$ cat config.mk
export PLATFORM = sky130hd
export DESIGN_NAME = srt_sdram_refresh_timer
export DESIGN_NICKNAME = d
export VERILOG_FILES = /design/src/design/srt_pkg.sv /design/src/design/srt_sdram_refresh_timer.sv /design/src/design/srt_prescaler.sv /design/src/design/srt_sdram_cmd.sv
export SDC_FILE = /design/constraint.sdc
export NUM_CORES = 1
export LEC_CHECK = 0
export BUFFER_PORTS_ARGS = -buffer_cell sky130_fd_sc_hd__buf_2
export CAP_MARGIN = 40
export CORE_MARGIN = 1.5
export CORE_UTILIZATION = 30
export DETAILED_ROUTE_END_ITERATION = 7
export PLACE_DENSITY = 0.48
export SLEW_MARGIN = 25
export SYNTH_ARGS = -nofsm -noshare
export SYNTH_HDL_FRONTEND = slang
export SYNTH_SLANG_ARGS = --single-unit
$ cat constraint.sdc
create_clock -name core_clk -period 2.8 [get_ports core_clk]
set_input_delay 0.56 -clock core_clk [delete_from_list [all_inputs] [get_ports core_clk]]
set_output_delay 0.56 -clock core_clk [all_outputs]
set_load 0.02 [all_outputs]
$ cat src/design/srt_pkg.sv
package srt_pkg;

  localparam int ADDR_W = 24;
  localparam int DATA_W = 16;

  // register byte addresses
  localparam logic [23:0] OFF_ACCESS_CTRL  = 24'hfffda2;
  localparam logic [23:0] OFF_SDRAM_CTRL   = 24'hfffda4;
  localparam logic [23:0] OFF_REFRESH_CTRL = 24'hfffda6;
  localparam logic [23:0] OFF_REFRESH_CNT  = 24'hfffda8;
  localparam logic [23:0] OFF_REFRESH_INTV = 24'hfffda9;
  localparam logic [23:0] OFF_IRQ_STATUS   = 24'hfffdb0;
  localparam logic [23:0] OFF_IRQ_CLEAR    = 24'hfffdb2;
  localparam logic [23:0] OFF_IRQ_ENABLE   = 24'hfffdb4;

  // field positions
  localparam int CLK_SEL_LSB     = 8;
  localparam int CLK_SEL_W       = 3;
  localparam int REFRESH_EN_BIT  = 7;
  localparam int MATCH_FLAG_BIT  = 6;
  localparam int MODE_SET_EN_BIT = 15;
  localparam int PRECHARGE_LSB   = 12;
  localparam int PRECHARGE_W     = 2;

  // reset values
  localparam logic [2:0] CLK_SEL_RST   = 3'h0;
  localparam logic [7:0] CNT_RST       = 8'h00;
  localparam logic [7:0] INTV_RST      = 8'hff;
  localparam logic [1:0] PRECHARGE_RST = 2'h0;

  // interrupt events
  localparam int IRQ_W       = 4;
  localparam int EV_MATCH    = 0;
  localparam int EV_REFRESH  = 1;
  localparam int EV_MODE     = 2;
  localparam int EV_OVERRUN  = 3;

  // sdram side
  localparam int SDRAM_ADDR_W      = 12;
  localparam int MODE_ADDR_LSB     = 1;
  localparam int PRECHARGE_ALL_BIT = 10;
  // {cs_n, ras_n, cas_n, we_n}
  localparam logic [3:0] CMD_NOP       = 4'h7;
  localparam logic [3:0] CMD_PRECHARGE = 4'h2;
  localparam logic [3:0] CMD_REFRESH   = 4'h1;
  localparam logic [3:0] CMD_MODE_SET  = 4'h0;

  // prescaler
  localparam int DIV_W = 12;

  typedef enum logic [0:0] {ST_IDLE, ST_PRECHARGE_WAIT} srt_seq_state_e;

endpackage

$ cat src/design/srt_sdram_refresh_timer.sv
// Functional notes
// - clock select picks one of seven dividers; 010=/8
// - counter idle until a clock is selected
// - refresh enable is refresh control bit 7
// - 8-bit counter increments on each selected tick
// - match sets flag and clears counter to zero
// - match starts refresh only when enable set
// - interval compared against counter on every count
// - mode-set enable turns sdram byte writes into mode set
// - mode-set enable sits at sdram control bit 15
// - two-bit precharge field, 00 means one cycle
`timescale 1ns/10ps
module srt_sdram_refresh_timer (
  input  wire logic                      core_clk,
  input  wire logic                      nrst,
  input  wire logic [srt_pkg::ADDR_W-1:0] regAddr,
  input  wire logic [srt_pkg::DATA_W-1:0] regWdata,
  input  wire logic                      regWr,
  input  wire logic                      regRd,
  output logic      [srt_pkg::DATA_W-1:0] regRdata,
  input  wire logic                      memWr,
  input  wire logic [srt_pkg::ADDR_W-1:0] memAddr,
  input  wire logic                      memByte,
  output logic                           memWrPass,
  output logic                           sdramCsN,
  output logic                           sdramRasN,
  output logic                           sdramCasN,
  output logic                           sdramWeN,
  output logic [srt_pkg::SDRAM_ADDR_W-1:0] sdramAddr,
  output logic                           irq
);

  localparam int IW = srt_pkg::IRQ_W;
  localparam int AW = srt_pkg::SDRAM_ADDR_W;

  // control registers
  logic [2:0]          clkSel_ff;
  logic [2:0]          nxt_clkSel;
  logic                refreshEn_ff;
  logic                nxt_refreshEn;
  logic                matchFlag_ff;
  logic                nxt_matchFlag;
  logic [7:0]          refreshCnt_ff;
  logic [7:0]          nxt_refreshCnt;
  logic [7:0]          refreshIntv_ff;
  logic [7:0]          nxt_refreshIntv;
  logic                modeSetEn_ff;
  logic                nxt_modeSetEn;
  logic [1:0]          precharge_ff;
  logic [1:0]          nxt_precharge;

  // request state
  logic                refreshPend_ff;
  logic                nxt_refreshPend;
  logic                modePend_ff;
  logic                nxt_modePend;
  logic [AW-1:0]       modeVal_ff;
  logic [AW-1:0]       nxt_modeVal;
  logic                memWrPass_ff;
  logic                nxt_memWrPass;

  // interrupt state
  logic [IW-1:0]       irqStatus_ff;
  logic [IW-1:0]       nxt_irqStatus;
  logic [IW-1:0]       irqEnable_ff;
  logic [IW-1:0]       nxt_irqEnable;
  logic                irq_ff;
  logic                nxt_irq;

  // read port
  logic [srt_pkg::DATA_W-1:0] rdata_ff;
  logic [srt_pkg::DATA_W-1:0] nxt_rdata;

  // internal
  logic                tick;
  logic                counting;
  logic                matchEv;
  logic                startRefresh;
  logic                startMode;
  logic                seqBusy;
  logic                doneRefresh;
  logic                doneMode;
  logic [3:0]          sdramCmd;
  logic [AW-1:0]       seqAddr;
  logic [IW-1:0]       events;
  logic [IW-1:0]       clearMask;

  function automatic logic hit(input logic [srt_pkg::ADDR_W-1:0] a,
                               input logic [srt_pkg::ADDR_W-1:0] off);
    hit = (a == off);
  endfunction

  srt_prescaler u_prescaler (
    .core_clk (core_clk),
    .nrst     (nrst),
    .clkSel   (clkSel_ff),
    .tick     (tick)
  );

  srt_sdram_cmd u_cmd (
    .core_clk        (core_clk),
    .nrst            (nrst),
    .startRefresh    (startRefresh),
    .startMode       (startMode),
    .modeValue       (modeVal_ff),
    .prechargeCycles (precharge_ff),
    .busy            (seqBusy),
    .doneRefresh     (doneRefresh),
    .doneMode        (doneMode),
    .sdramCmd        (sdramCmd),
    .sdramAddr       (seqAddr)
  );

  // counter, compare and flag
  always_comb begin
    counting        = tick && (clkSel_ff != 3'h0);
    matchEv         = counting && (refreshCnt_ff == refreshIntv_ff);
    nxt_clkSel      = clkSel_ff;
    nxt_refreshEn   = refreshEn_ff;
    nxt_matchFlag   = matchFlag_ff;
    nxt_refreshCnt  = refreshCnt_ff;
    nxt_refreshIntv = refreshIntv_ff;
    nxt_modeSetEn   = modeSetEn_ff;
    nxt_precharge   = precharge_ff;
    if (counting) begin
      if (matchEv) begin
        nxt_refreshCnt = 8'h00;
      end else begin
        nxt_refreshCnt = 8'(refreshCnt_ff + 8'h01);
      end
    end
    if (regWr && hit(regAddr, srt_pkg::OFF_REFRESH_CTRL)) begin
      nxt_clkSel    = regWdata[srt_pkg::CLK_SEL_LSB +: srt_pkg::CLK_SEL_W];
      nxt_refreshEn = regWdata[srt_pkg::REFRESH_EN_BIT];
      // flag clears by writing zero; writing one leaves it alone
      if (!regWdata[srt_pkg::MATCH_FLAG_BIT]) begin
        nxt_matchFlag = 1'b0;
      end
    end
    // software load wins over the running count
    if (regWr && hit(regAddr, srt_pkg::OFF_REFRESH_CNT)) begin
      nxt_refreshCnt = regWdata[7:0];
    end
    if (regWr && hit(regAddr, srt_pkg::OFF_REFRESH_INTV)) begin
      nxt_refreshIntv = regWdata[7:0];
    end
    if (regWr && hit(regAddr, srt_pkg::OFF_SDRAM_CTRL)) begin
      nxt_modeSetEn = regWdata[srt_pkg::MODE_SET_EN_BIT];
    end
    if (regWr && hit(regAddr, srt_pkg::OFF_ACCESS_CTRL)) begin
      nxt_precharge = regWdata[srt_pkg::PRECHARGE_LSB +: srt_pkg::PRECHARGE_W];
    end
    // a match in the clearing cycle is kept
    if (matchEv) begin
      nxt_matchFlag = 1'b1;
    end
  end

  always_ff @(posedge core_clk or negedge nrst) begin
    if (!nrst) begin
      clkSel_ff      <= srt_pkg::CLK_SEL_RST;
      refreshEn_ff   <= 1'b0;
      matchFlag_ff   <= 1'b0;
      refreshCnt_ff  <= srt_pkg::CNT_RST;
      refreshIntv_ff <= srt_pkg::INTV_RST;
      modeSetEn_ff   <= 1'b0;
      precharge_ff   <= srt_pkg::PRECHARGE_RST;
    end else begin
      clkSel_ff      <= nxt_clkSel;
      refreshEn_ff   <= nxt_refreshEn;
      matchFlag_ff   <= nxt_matchFlag;
      refreshCnt_ff  <= nxt_refreshCnt;
      refreshIntv_ff <= nxt_refreshIntv;
      modeSetEn_ff   <= nxt_modeSetEn;
      precharge_ff   <= nxt_precharge;
    end
  end

  // refresh and mode-set requests toward the command sequencer
  always_comb begin
    startRefresh    = refreshPend_ff && !seqBusy;
    startMode       = modePend_ff && !seqBusy && !refreshPend_ff;
    nxt_refreshPend = refreshPend_ff;
    nxt_modePend    = modePend_ff;
    nxt_modeVal     = modeVal_ff;
    nxt_memWrPass   = 1'b0;
    if (startRefresh) begin
      nxt_refreshPend = 1'b0;
    end
    if (startMode) begin
      nxt_modePend = 1'b0;
    end
    // enable sampled in the match cycle itself
    if (matchEv && refreshEn_ff) begin
      nxt_refreshPend = 1'b1;
    end
    if (memWr) begin
      if (!modeSetEn_ff) begin
        nxt_memWrPass = 1'b1;
      end else if (memByte) begin
        // a second byte write before the first is issued replaces it
        nxt_modePend = 1'b1;
        nxt_modeVal  = memAddr[srt_pkg::MODE_ADDR_LSB +: AW];
      end
      // wider writes while mode set is enabled are dropped
    end
  end

  always_ff @(posedge core_clk or negedge nrst) begin
    if (!nrst) begin
      refreshPend_ff <= 1'b0;
      modePend_ff    <= 1'b0;
      modeVal_ff     <= '0;
      memWrPass_ff   <= 1'b0;
    end else begin
      refreshPend_ff <= nxt_refreshPend;
      modePend_ff    <= nxt_modePend;
      modeVal_ff     <= nxt_modeVal;
      memWrPass_ff   <= nxt_memWrPass;
    end
  end

  // interrupt status, enable and output
  always_comb begin
    events                          = '0;
    events[srt_pkg::EV_MATCH]       = matchEv;
    events[srt_pkg::EV_REFRESH]     = doneRefresh;
    events[srt_pkg::EV_MODE]        = doneMode;
    // overrun: a match while the previous refresh is still waiting
    events[srt_pkg::EV_OVERRUN]     = matchEv && refreshEn_ff && refreshPend_ff
                                      && !startRefresh;
    clearMask = '0;
    if (regWr && hit(regAddr, srt_pkg::OFF_IRQ_CLEAR)) begin
      clearMask = regWdata[IW-1:0];
    end
    nxt_irqEnable = irqEnable_ff;
    if (regWr && hit(regAddr, srt_pkg::OFF_IRQ_ENABLE)) begin
      nxt_irqEnable = regWdata[IW-1:0];
    end
    nxt_irqStatus = (irqStatus_ff & ~clearMask) | events;
    nxt_irq       = |(nxt_irqStatus & nxt_irqEnable);
  end

  always_ff @(posedge core_clk or negedge nrst) begin
    if (!nrst) begin
      irqStatus_ff <= '0;
      irqEnable_ff <= '0;
      irq_ff       <= 1'b0;
    end else begin
      irqStatus_ff <= nxt_irqStatus;
      irqEnable_ff <= nxt_irqEnable;
      irq_ff       <= nxt_irq;
    end
  end

  // read data one cycle after the strobe, zero otherwise
  always_comb begin
    nxt_rdata = '0;
    if (regRd) begin
      case (regAddr)
        srt_pkg::OFF_REFRESH_CTRL: begin
          nxt_rdata[srt_pkg::CLK_SEL_LSB +: srt_pkg::CLK_SEL_W] = clkSel_ff;
          nxt_rdata[srt_pkg::REFRESH_EN_BIT]                   = refreshEn_ff;
          nxt_rdata[srt_pkg::MATCH_FLAG_BIT]                   = matchFlag_ff;
        end
        srt_pkg::OFF_REFRESH_CNT:  nxt_rdata[7:0] = refreshCnt_ff;
        srt_pkg::OFF_REFRESH_INTV: nxt_rdata[7:0] = refreshIntv_ff;
        srt_pkg::OFF_SDRAM_CTRL:   nxt_rdata[srt_pkg::MODE_SET_EN_BIT] = modeSetEn_ff;
        srt_pkg::OFF_ACCESS_CTRL: begin
          nxt_rdata[srt_pkg::PRECHARGE_LSB +: srt_pkg::PRECHARGE_W] = precharge_ff;
        end
        srt_pkg::OFF_IRQ_STATUS:   nxt_rdata[IW-1:0] = irqStatus_ff;
        srt_pkg::OFF_IRQ_ENABLE:   nxt_rdata[IW-1:0] = irqEnable_ff;
        default:                   nxt_rdata = '0;
      endcase
    end
  end

  always_ff @(posedge core_clk or negedge nrst) begin
    if (!nrst) begin
      rdata_ff <= '0;
    end else begin
      rdata_ff <= nxt_rdata;
    end
  end

  assign regRdata  = rdata_ff;
  assign memWrPass = memWrPass_ff;
  assign irq       = irq_ff;
  assign sdramCsN  = sdramCmd[3];
  assign sdramRasN = sdramCmd[2];
  assign sdramCasN = sdramCmd[1];
  assign sdramWeN  = sdramCmd[0];
  assign sdramAddr = seqAddr;

endmodule // srt_sdram_refresh_timer

$ cat src/design/srt_prescaler.sv
`timescale 1ns/10ps
module srt_prescaler (
  input  wire logic       core_clk,
  input  wire logic       nrst,
  input  wire logic [2:0] clkSel,
  output logic            tick
);

  localparam int DIV_W = srt_pkg::DIV_W;

  logic [srt_pkg::DIV_W-1:0] divCnt_ff;
  logic [srt_pkg::DIV_W-1:0] nxt_divCnt;
  logic                      tick_ff;
  logic                      nxt_tick;
  logic [srt_pkg::DIV_W-1:0] mask;

  // low bits all ones once per divided period
  function automatic logic [srt_pkg::DIV_W-1:0] div_mask(input logic [2:0] sel);
    case (sel)
      3'h1:    div_mask = 12'h001;
      3'h2:    div_mask = 12'h007;
      3'h3:    div_mask = 12'h01f;
      3'h4:    div_mask = 12'h07f;
      3'h5:    div_mask = 12'h1ff;
      3'h6:    div_mask = 12'h7ff;
      3'h7:    div_mask = 12'hfff;
      default: div_mask = 12'h000;
    endcase
  endfunction

  always_comb begin
    mask       = div_mask(clkSel);
    nxt_divCnt = DIV_W'(divCnt_ff + 12'h001);
    nxt_tick   = (clkSel != 3'h0) && ((divCnt_ff & mask) == mask);
  end

  always_ff @(posedge core_clk or negedge nrst) begin
    if (!nrst) begin
      divCnt_ff <= 12'h000;
      tick_ff   <= 1'b0;
    end else begin
      divCnt_ff <= nxt_divCnt;
      tick_ff   <= nxt_tick;
    end
  end

  assign tick = tick_ff;

endmodule // srt_prescaler

$ cat src/design/srt_sdram_cmd.sv
`timescale 1ns/10ps
module srt_sdram_cmd (
  input  wire logic                            core_clk,
  input  wire logic                            nrst,
  input  wire logic                            startRefresh,
  input  wire logic                            startMode,
  input  wire logic [srt_pkg::SDRAM_ADDR_W-1:0] modeValue,
  input  wire logic [1:0]                      prechargeCycles,
  output logic                                 busy,
  output logic                                 doneRefresh,
  output logic                                 doneMode,
  output logic [3:0]                           sdramCmd,
  output logic [srt_pkg::SDRAM_ADDR_W-1:0]      sdramAddr
);

  srt_pkg::srt_seq_state_e                state_ff, nxt_state;
  logic                                   isRefresh_ff, nxt_isRefresh;
  logic [1:0]                             wait_ff, nxt_wait;
  logic [3:0]                             cmd_ff, nxt_cmd;
  logic [srt_pkg::SDRAM_ADDR_W-1:0]        addr_ff, nxt_addr;
  logic [srt_pkg::SDRAM_ADDR_W-1:0]        modeHold_ff, nxt_modeHold;
  logic                                   doneRef_ff, nxt_doneRef;
  logic                                   doneMode_ff, nxt_doneMode;

  always_comb begin
    nxt_state     = state_ff;
    nxt_isRefresh = isRefresh_ff;
    nxt_wait      = wait_ff;
    nxt_cmd       = srt_pkg::CMD_NOP;
    nxt_addr      = '0;
    nxt_modeHold  = modeHold_ff;
    nxt_doneRef   = 1'b0;
    nxt_doneMode  = 1'b0;
    case (state_ff)
      srt_pkg::ST_IDLE: begin
        if (startRefresh || startMode) begin
          // refresh wins a tie so a waiting mode set never goes ahead of it; one already in progress still delays it
          nxt_isRefresh = startRefresh;
          nxt_modeHold  = modeValue;
          nxt_cmd       = srt_pkg::CMD_PRECHARGE;
          nxt_addr[srt_pkg::PRECHARGE_ALL_BIT] = 1'b1;
          nxt_wait      = prechargeCycles;
          nxt_state     = srt_pkg::ST_PRECHARGE_WAIT;
        end
      end
      srt_pkg::ST_PRECHARGE_WAIT: begin
        if (wait_ff == 2'h0) begin
          nxt_state = srt_pkg::ST_IDLE;
          if (isRefresh_ff) begin
            nxt_cmd     = srt_pkg::CMD_REFRESH;
            nxt_doneRef = 1'b1;
          end else begin
            nxt_cmd      = srt_pkg::CMD_MODE_SET;
            nxt_addr     = modeHold_ff;
            nxt_doneMode = 1'b1;
          end
        end else begin
          nxt_wait = 2'(wait_ff - 2'h1);
        end
      end
      default: nxt_state = srt_pkg::ST_IDLE;
    endcase
  end

  always_ff @(posedge core_clk or negedge nrst) begin
    if (!nrst) begin
      state_ff     <= srt_pkg::ST_IDLE;
      isRefresh_ff <= 1'b0;
      wait_ff      <= 2'h0;
      cmd_ff       <= srt_pkg::CMD_NOP;
      addr_ff      <= '0;
      modeHold_ff  <= '0;
      doneRef_ff   <= 1'b0;
      doneMode_ff  <= 1'b0;
    end else begin
      state_ff     <= nxt_state;
      isRefresh_ff <= nxt_isRefresh;
      wait_ff      <= nxt_wait;
      cmd_ff       <= nxt_cmd;
      addr_ff      <= nxt_addr;
      modeHold_ff  <= nxt_modeHold;
      doneRef_ff   <= nxt_doneRef;
      doneMode_ff  <= nxt_doneMode;
    end
  end

  assign busy        = (state_ff != srt_pkg::ST_IDLE);
  assign doneRefresh = doneRef_ff;
  assign doneMode    = doneMode_ff;
  assign sdramCmd    = cmd_ff;
  assign sdramAddr   = addr_ff;

endmodule // srt_sdram_cmd

==> results.md <==
- Maximum fanout along the worst path: 9
- Setup WS post-layout: 0.486 ns
- Post-synthesis area per instance: 11.9 um^2
- Flip-flop and latch count after synthesis: 108
- Launch point of the worst reg-to-reg path: refreshIntv_ff[6]
- GPL Wtd Cong: 0.810
- Crit Reg-Reg Endpoint: irq
- Static leakage power: 2.84 nW
- Async set-reset flop share out of synthesis: 1.00
- Post-synth EDFFs: 0
- Proportion of total power due to net switching: 0.210
- Unrepaired setup endpoints after global routing: false
- Count of pins over their slew limit: 0
- Clock transition at the registers of the reported paths: 0.07 ns
- Clock tree skew after final layout: 0.00610 ns
- Min Clock Period, post-route: 2.31 ns
- R2R depth: 6
- Worst-margin pin slew: 0.723 ns
- Worst Path Class, Setup: input port to flop
- 1st-iter DRT viols: 140
- Total buffers and inverters traversed by the critical path: 2
- Worst setup EP type: flop
- Maximum clock path buffer count: 2
- Post-detailed-route DRC marker count: 0
- Biggest area contributors in the synthesized netlist: dfrtp_1, mux2_2, dfstp_2
- Die span in x: 130 um
- Area leader, netlist: dfrtp_1
- Final Net Count: 579
- Internal Dissipation: 2.51 mW
- Fillcell total: 1607
- Y dimension of the die: 130 um
- Die footprint: 16900 um^2
- Effective utilization at floorplan: 0.305
- Wire length of the first global-routing pass: 18.3 mm
- Critical Path Slowest Stage Cell: or4_1
- Part of the cycle the worst path needs: 0.826
- Setup repair bufs after CTS: 0
- Arrival time worst endpoint: 2.52 ns
- Total Negative Setup Slacks: 0 ns
- CP startpoint kind: input port
- Mapped cell area: 4830 um^2
- WL final: 11.2 mm
- Post-detailed-route wirelength per cell: 15.4 um
- Crit path depth: 7
- Clock tree from TritonCTS: built
- Top-level port count: 104
- Total track usage: 0.143
- Final setup violation count: 0
- Residual overflow from global routing: 0
- Portion of total power attributed to sequential cells: 0.490
- Port buffer count: 86
- Via Count: 3462
- Layout cell share with drive strength beyond 1: 0.378
- Maximum vdd ir drop: 0.354 mV
- Hold Path Class: input port to asynchronous set/reset pin
- Reported net switching power: 0.668 mW
- Htree depth: 3
- Worst path cell trace: buf_2 -> nand4b_1 -> or4_1 -> buf_4 -> or4_4 -> mux2i_1 -> o2111ai_1
- Setup WS pre-CTS: 0.0714 ns
- Core region area: 15800 um^2
- Via density per instance: 4.76
- DP HPWL: 8.21 mm
- Proportion of synthesized chip area in sequential cells: 0.562
- Number of iterations in the first detailed-routing pass: 4
- Number of antenna-violating nets in the routed design: 0
- CTS Hold Buffers Added: 0
- Max_cap viols: 0
- Final Util: 0.377
- Signed area change from the synthesized netlist to the final layout: 23.4%
- Number of hold violations in the final report: 0
- Delay contributed by the slowest stage of the critical path: 0.57 ns
- Inserted Clock Buffers: 9
- Cell at the root of the clock tree: clkbuf_16
- Yosys warning count: 0
- Part of the total power dissipated in combinational logic: 0.038
- Source-to-sink clock delay at the later pin of the worst-skew pair: 0.35 ns
- Kind of cell with the highest combined delay on the critical path: simple AND/OR/NAND/NOR gates
- Highest clock rate: 432 MHz
- Initial antenna violation count: 0
- Endpoint required time on the critical path: 3.01 ns
- Number of global-route vias before repair: 3578
- Cts repair resizes: 0
- Post-synth top area share: 0.502
- Count of mapped cells out of synthesis: 406
- Prevailing post-synth register cell: dfrtp_1
- Pwr dens: 534 nW/um^2
- Clock tree sinks: 108
- Count of unique library cells instantiated by Yosys: 54
- Maximum number of pins on one net before global-route repair: 68
- Number of diodes added for antenna fixing: 0
- Standard-cell rows: 46
- Clock network fraction of total power: 0.472
- Result of the run: complete, no violations
- R2R Setup Slk: 0.72 ns
- Rel. slew slack: 0.517
-- through the flow --
stage	hold slack, ns	power (mW)	std cells	instance area (um^2)
floorplan	0.264	1.62	408	4840
global placement	0.453	1.71	711	5610
detailed placement	0.462	1.72	711	5610
CTS	0.0887	3.24	727	5960
global route	0.104	3.30	727	5960
finish	0.0930	3.18	727	5960
-- worst max path at each step --
stage	slack (ns)	start	end
after detailed placement	0.07	regAddr[6]	irq
after global placement	0.09	regAddr[6]	irq
after floorplan	0.43	regAddr[6]	irq
after global routing	0.40	regAddr[6]	regRdata[12]
after CTS	0.46	regAddr[6]	irq
final	0.49	regAddr[6]	irq
-- synthesized netlist by cell type (3+ instances only) --
cell type	instances
xor2_1	3
nand4b_1	3
nand3_1	10
dfrtp_1	97
o21ai_0	16
inv_1	17
nor2b_1	5
clkbuf_1	10
nor2_1	19
nor3_1	6
buf_4	3
o211ai_1	6
a41oi_1	5
and2_1	17
nand2b_1	3
or2_2	5
o2111ai_1	3
nand4_1	6
ha_1	3
a21oi_1	6
mux2_2	50
a21boi_0	3
nand2_1	34
dfstp_2	11
and3_1	6
a22oi_1	3
a32oi_1	5
xnor2_1	15
-- worst reg2reg max path, cell delays in order (launching register included) --
cell and delay [ns]:
dfstp_2 0.56, xnor2_1 0.17, nand4_1 0.30, nor3_1 0.29
buf_4 0.21, a41oi_1 0.18, o2111ai_1 0.27
-- layout by cell type, fill, tap and decap left out, drive strengths merged, types with 5 or more instances in the layout --
master  count
nand4       6
nand2      34
o21ai      16
a41oi       5
nor2b       5
nor2       19
o211ai      6
dfrtp      97
a32oi       5
and2       17
nand3      12
mux2       50
nor3        7
or2         5
nor4        5
buf       103
xnor2      15
inv        19
clkbuf     10
a21oi       6
dfstp      11
and3        6
-- area by class of cell --
class / count / area, um^2 / share of cell area
timing repair buffer: 103 / 573 / 0.0961
clock inverter: 6 / 119 / 0.0199
multi-input combinational: 267 / 1980 / 0.332
inverter: 17 / 63.8 / 0.0107
tap: 216 / 270 / 0.0453
sequential: 108 / 2720 / 0.456
clock buffer: 10 / 239 / 0.0401
-- flip-flops by register name, summed over array words and instances, names as in the netlist, 2 cells and up --
register and flops:
u_cmd.modeHold_ff 12, regRdata 14, u_cmd.sdramAddr 12, u_cmd.wait_ff 2, clkSel_ff 3, precharge_ff 2
irqEnable_ff 4, modeVal_ff 12, irqStatus_ff 4, u_cmd.sdramCmd 3, refreshIntv_ff 8, u_prescaler.divCnt_ff 12
refreshCnt_ff 8
-- power by group through the flow --
stage | logic (mW) | clock network [mW] | registers, mW
after floorplan | 0.0319 | 0 | 1.59
after global placement | 0.121 | 0 | 1.59
after detailed placement | 0.125 | 0 | 1.59
after CTS | 0.125 | 1.56 | 1.56
after global routing | 0.136 | 1.61 | 1.56
final | 0.120 | 1.50 | 1.56
-- kinds of logic (layout without fill, tap and decap cells) --
logic type               count (synthesis)  in the layout  share of synthesized area
AND/OR/NAND/NOR                        130            130                      0.157
flip-flops                             108            108                      0.562
AO/OA/AOI/OAI                           61             61                     0.0893
multiplexers                            52             52                      0.121
buffers and inverters                   33            136                     0.0295
XOR/XNOR                                18             18                     0.0326
adder cells (fa/ha/maj)                  3              3                    0.00777
other                                    1              3                   0.000776
-- per-layer routing --
layer  part of all wire  track usage  up-vias
met2               0.48        0.238       97
met4              0.014       0.0444        0
met3              0.069       0.0467       13
met1               0.44        0.178     1709
met5                  0            0        -
li1                   -            -     1643
(Power assumes the default switching activity.)
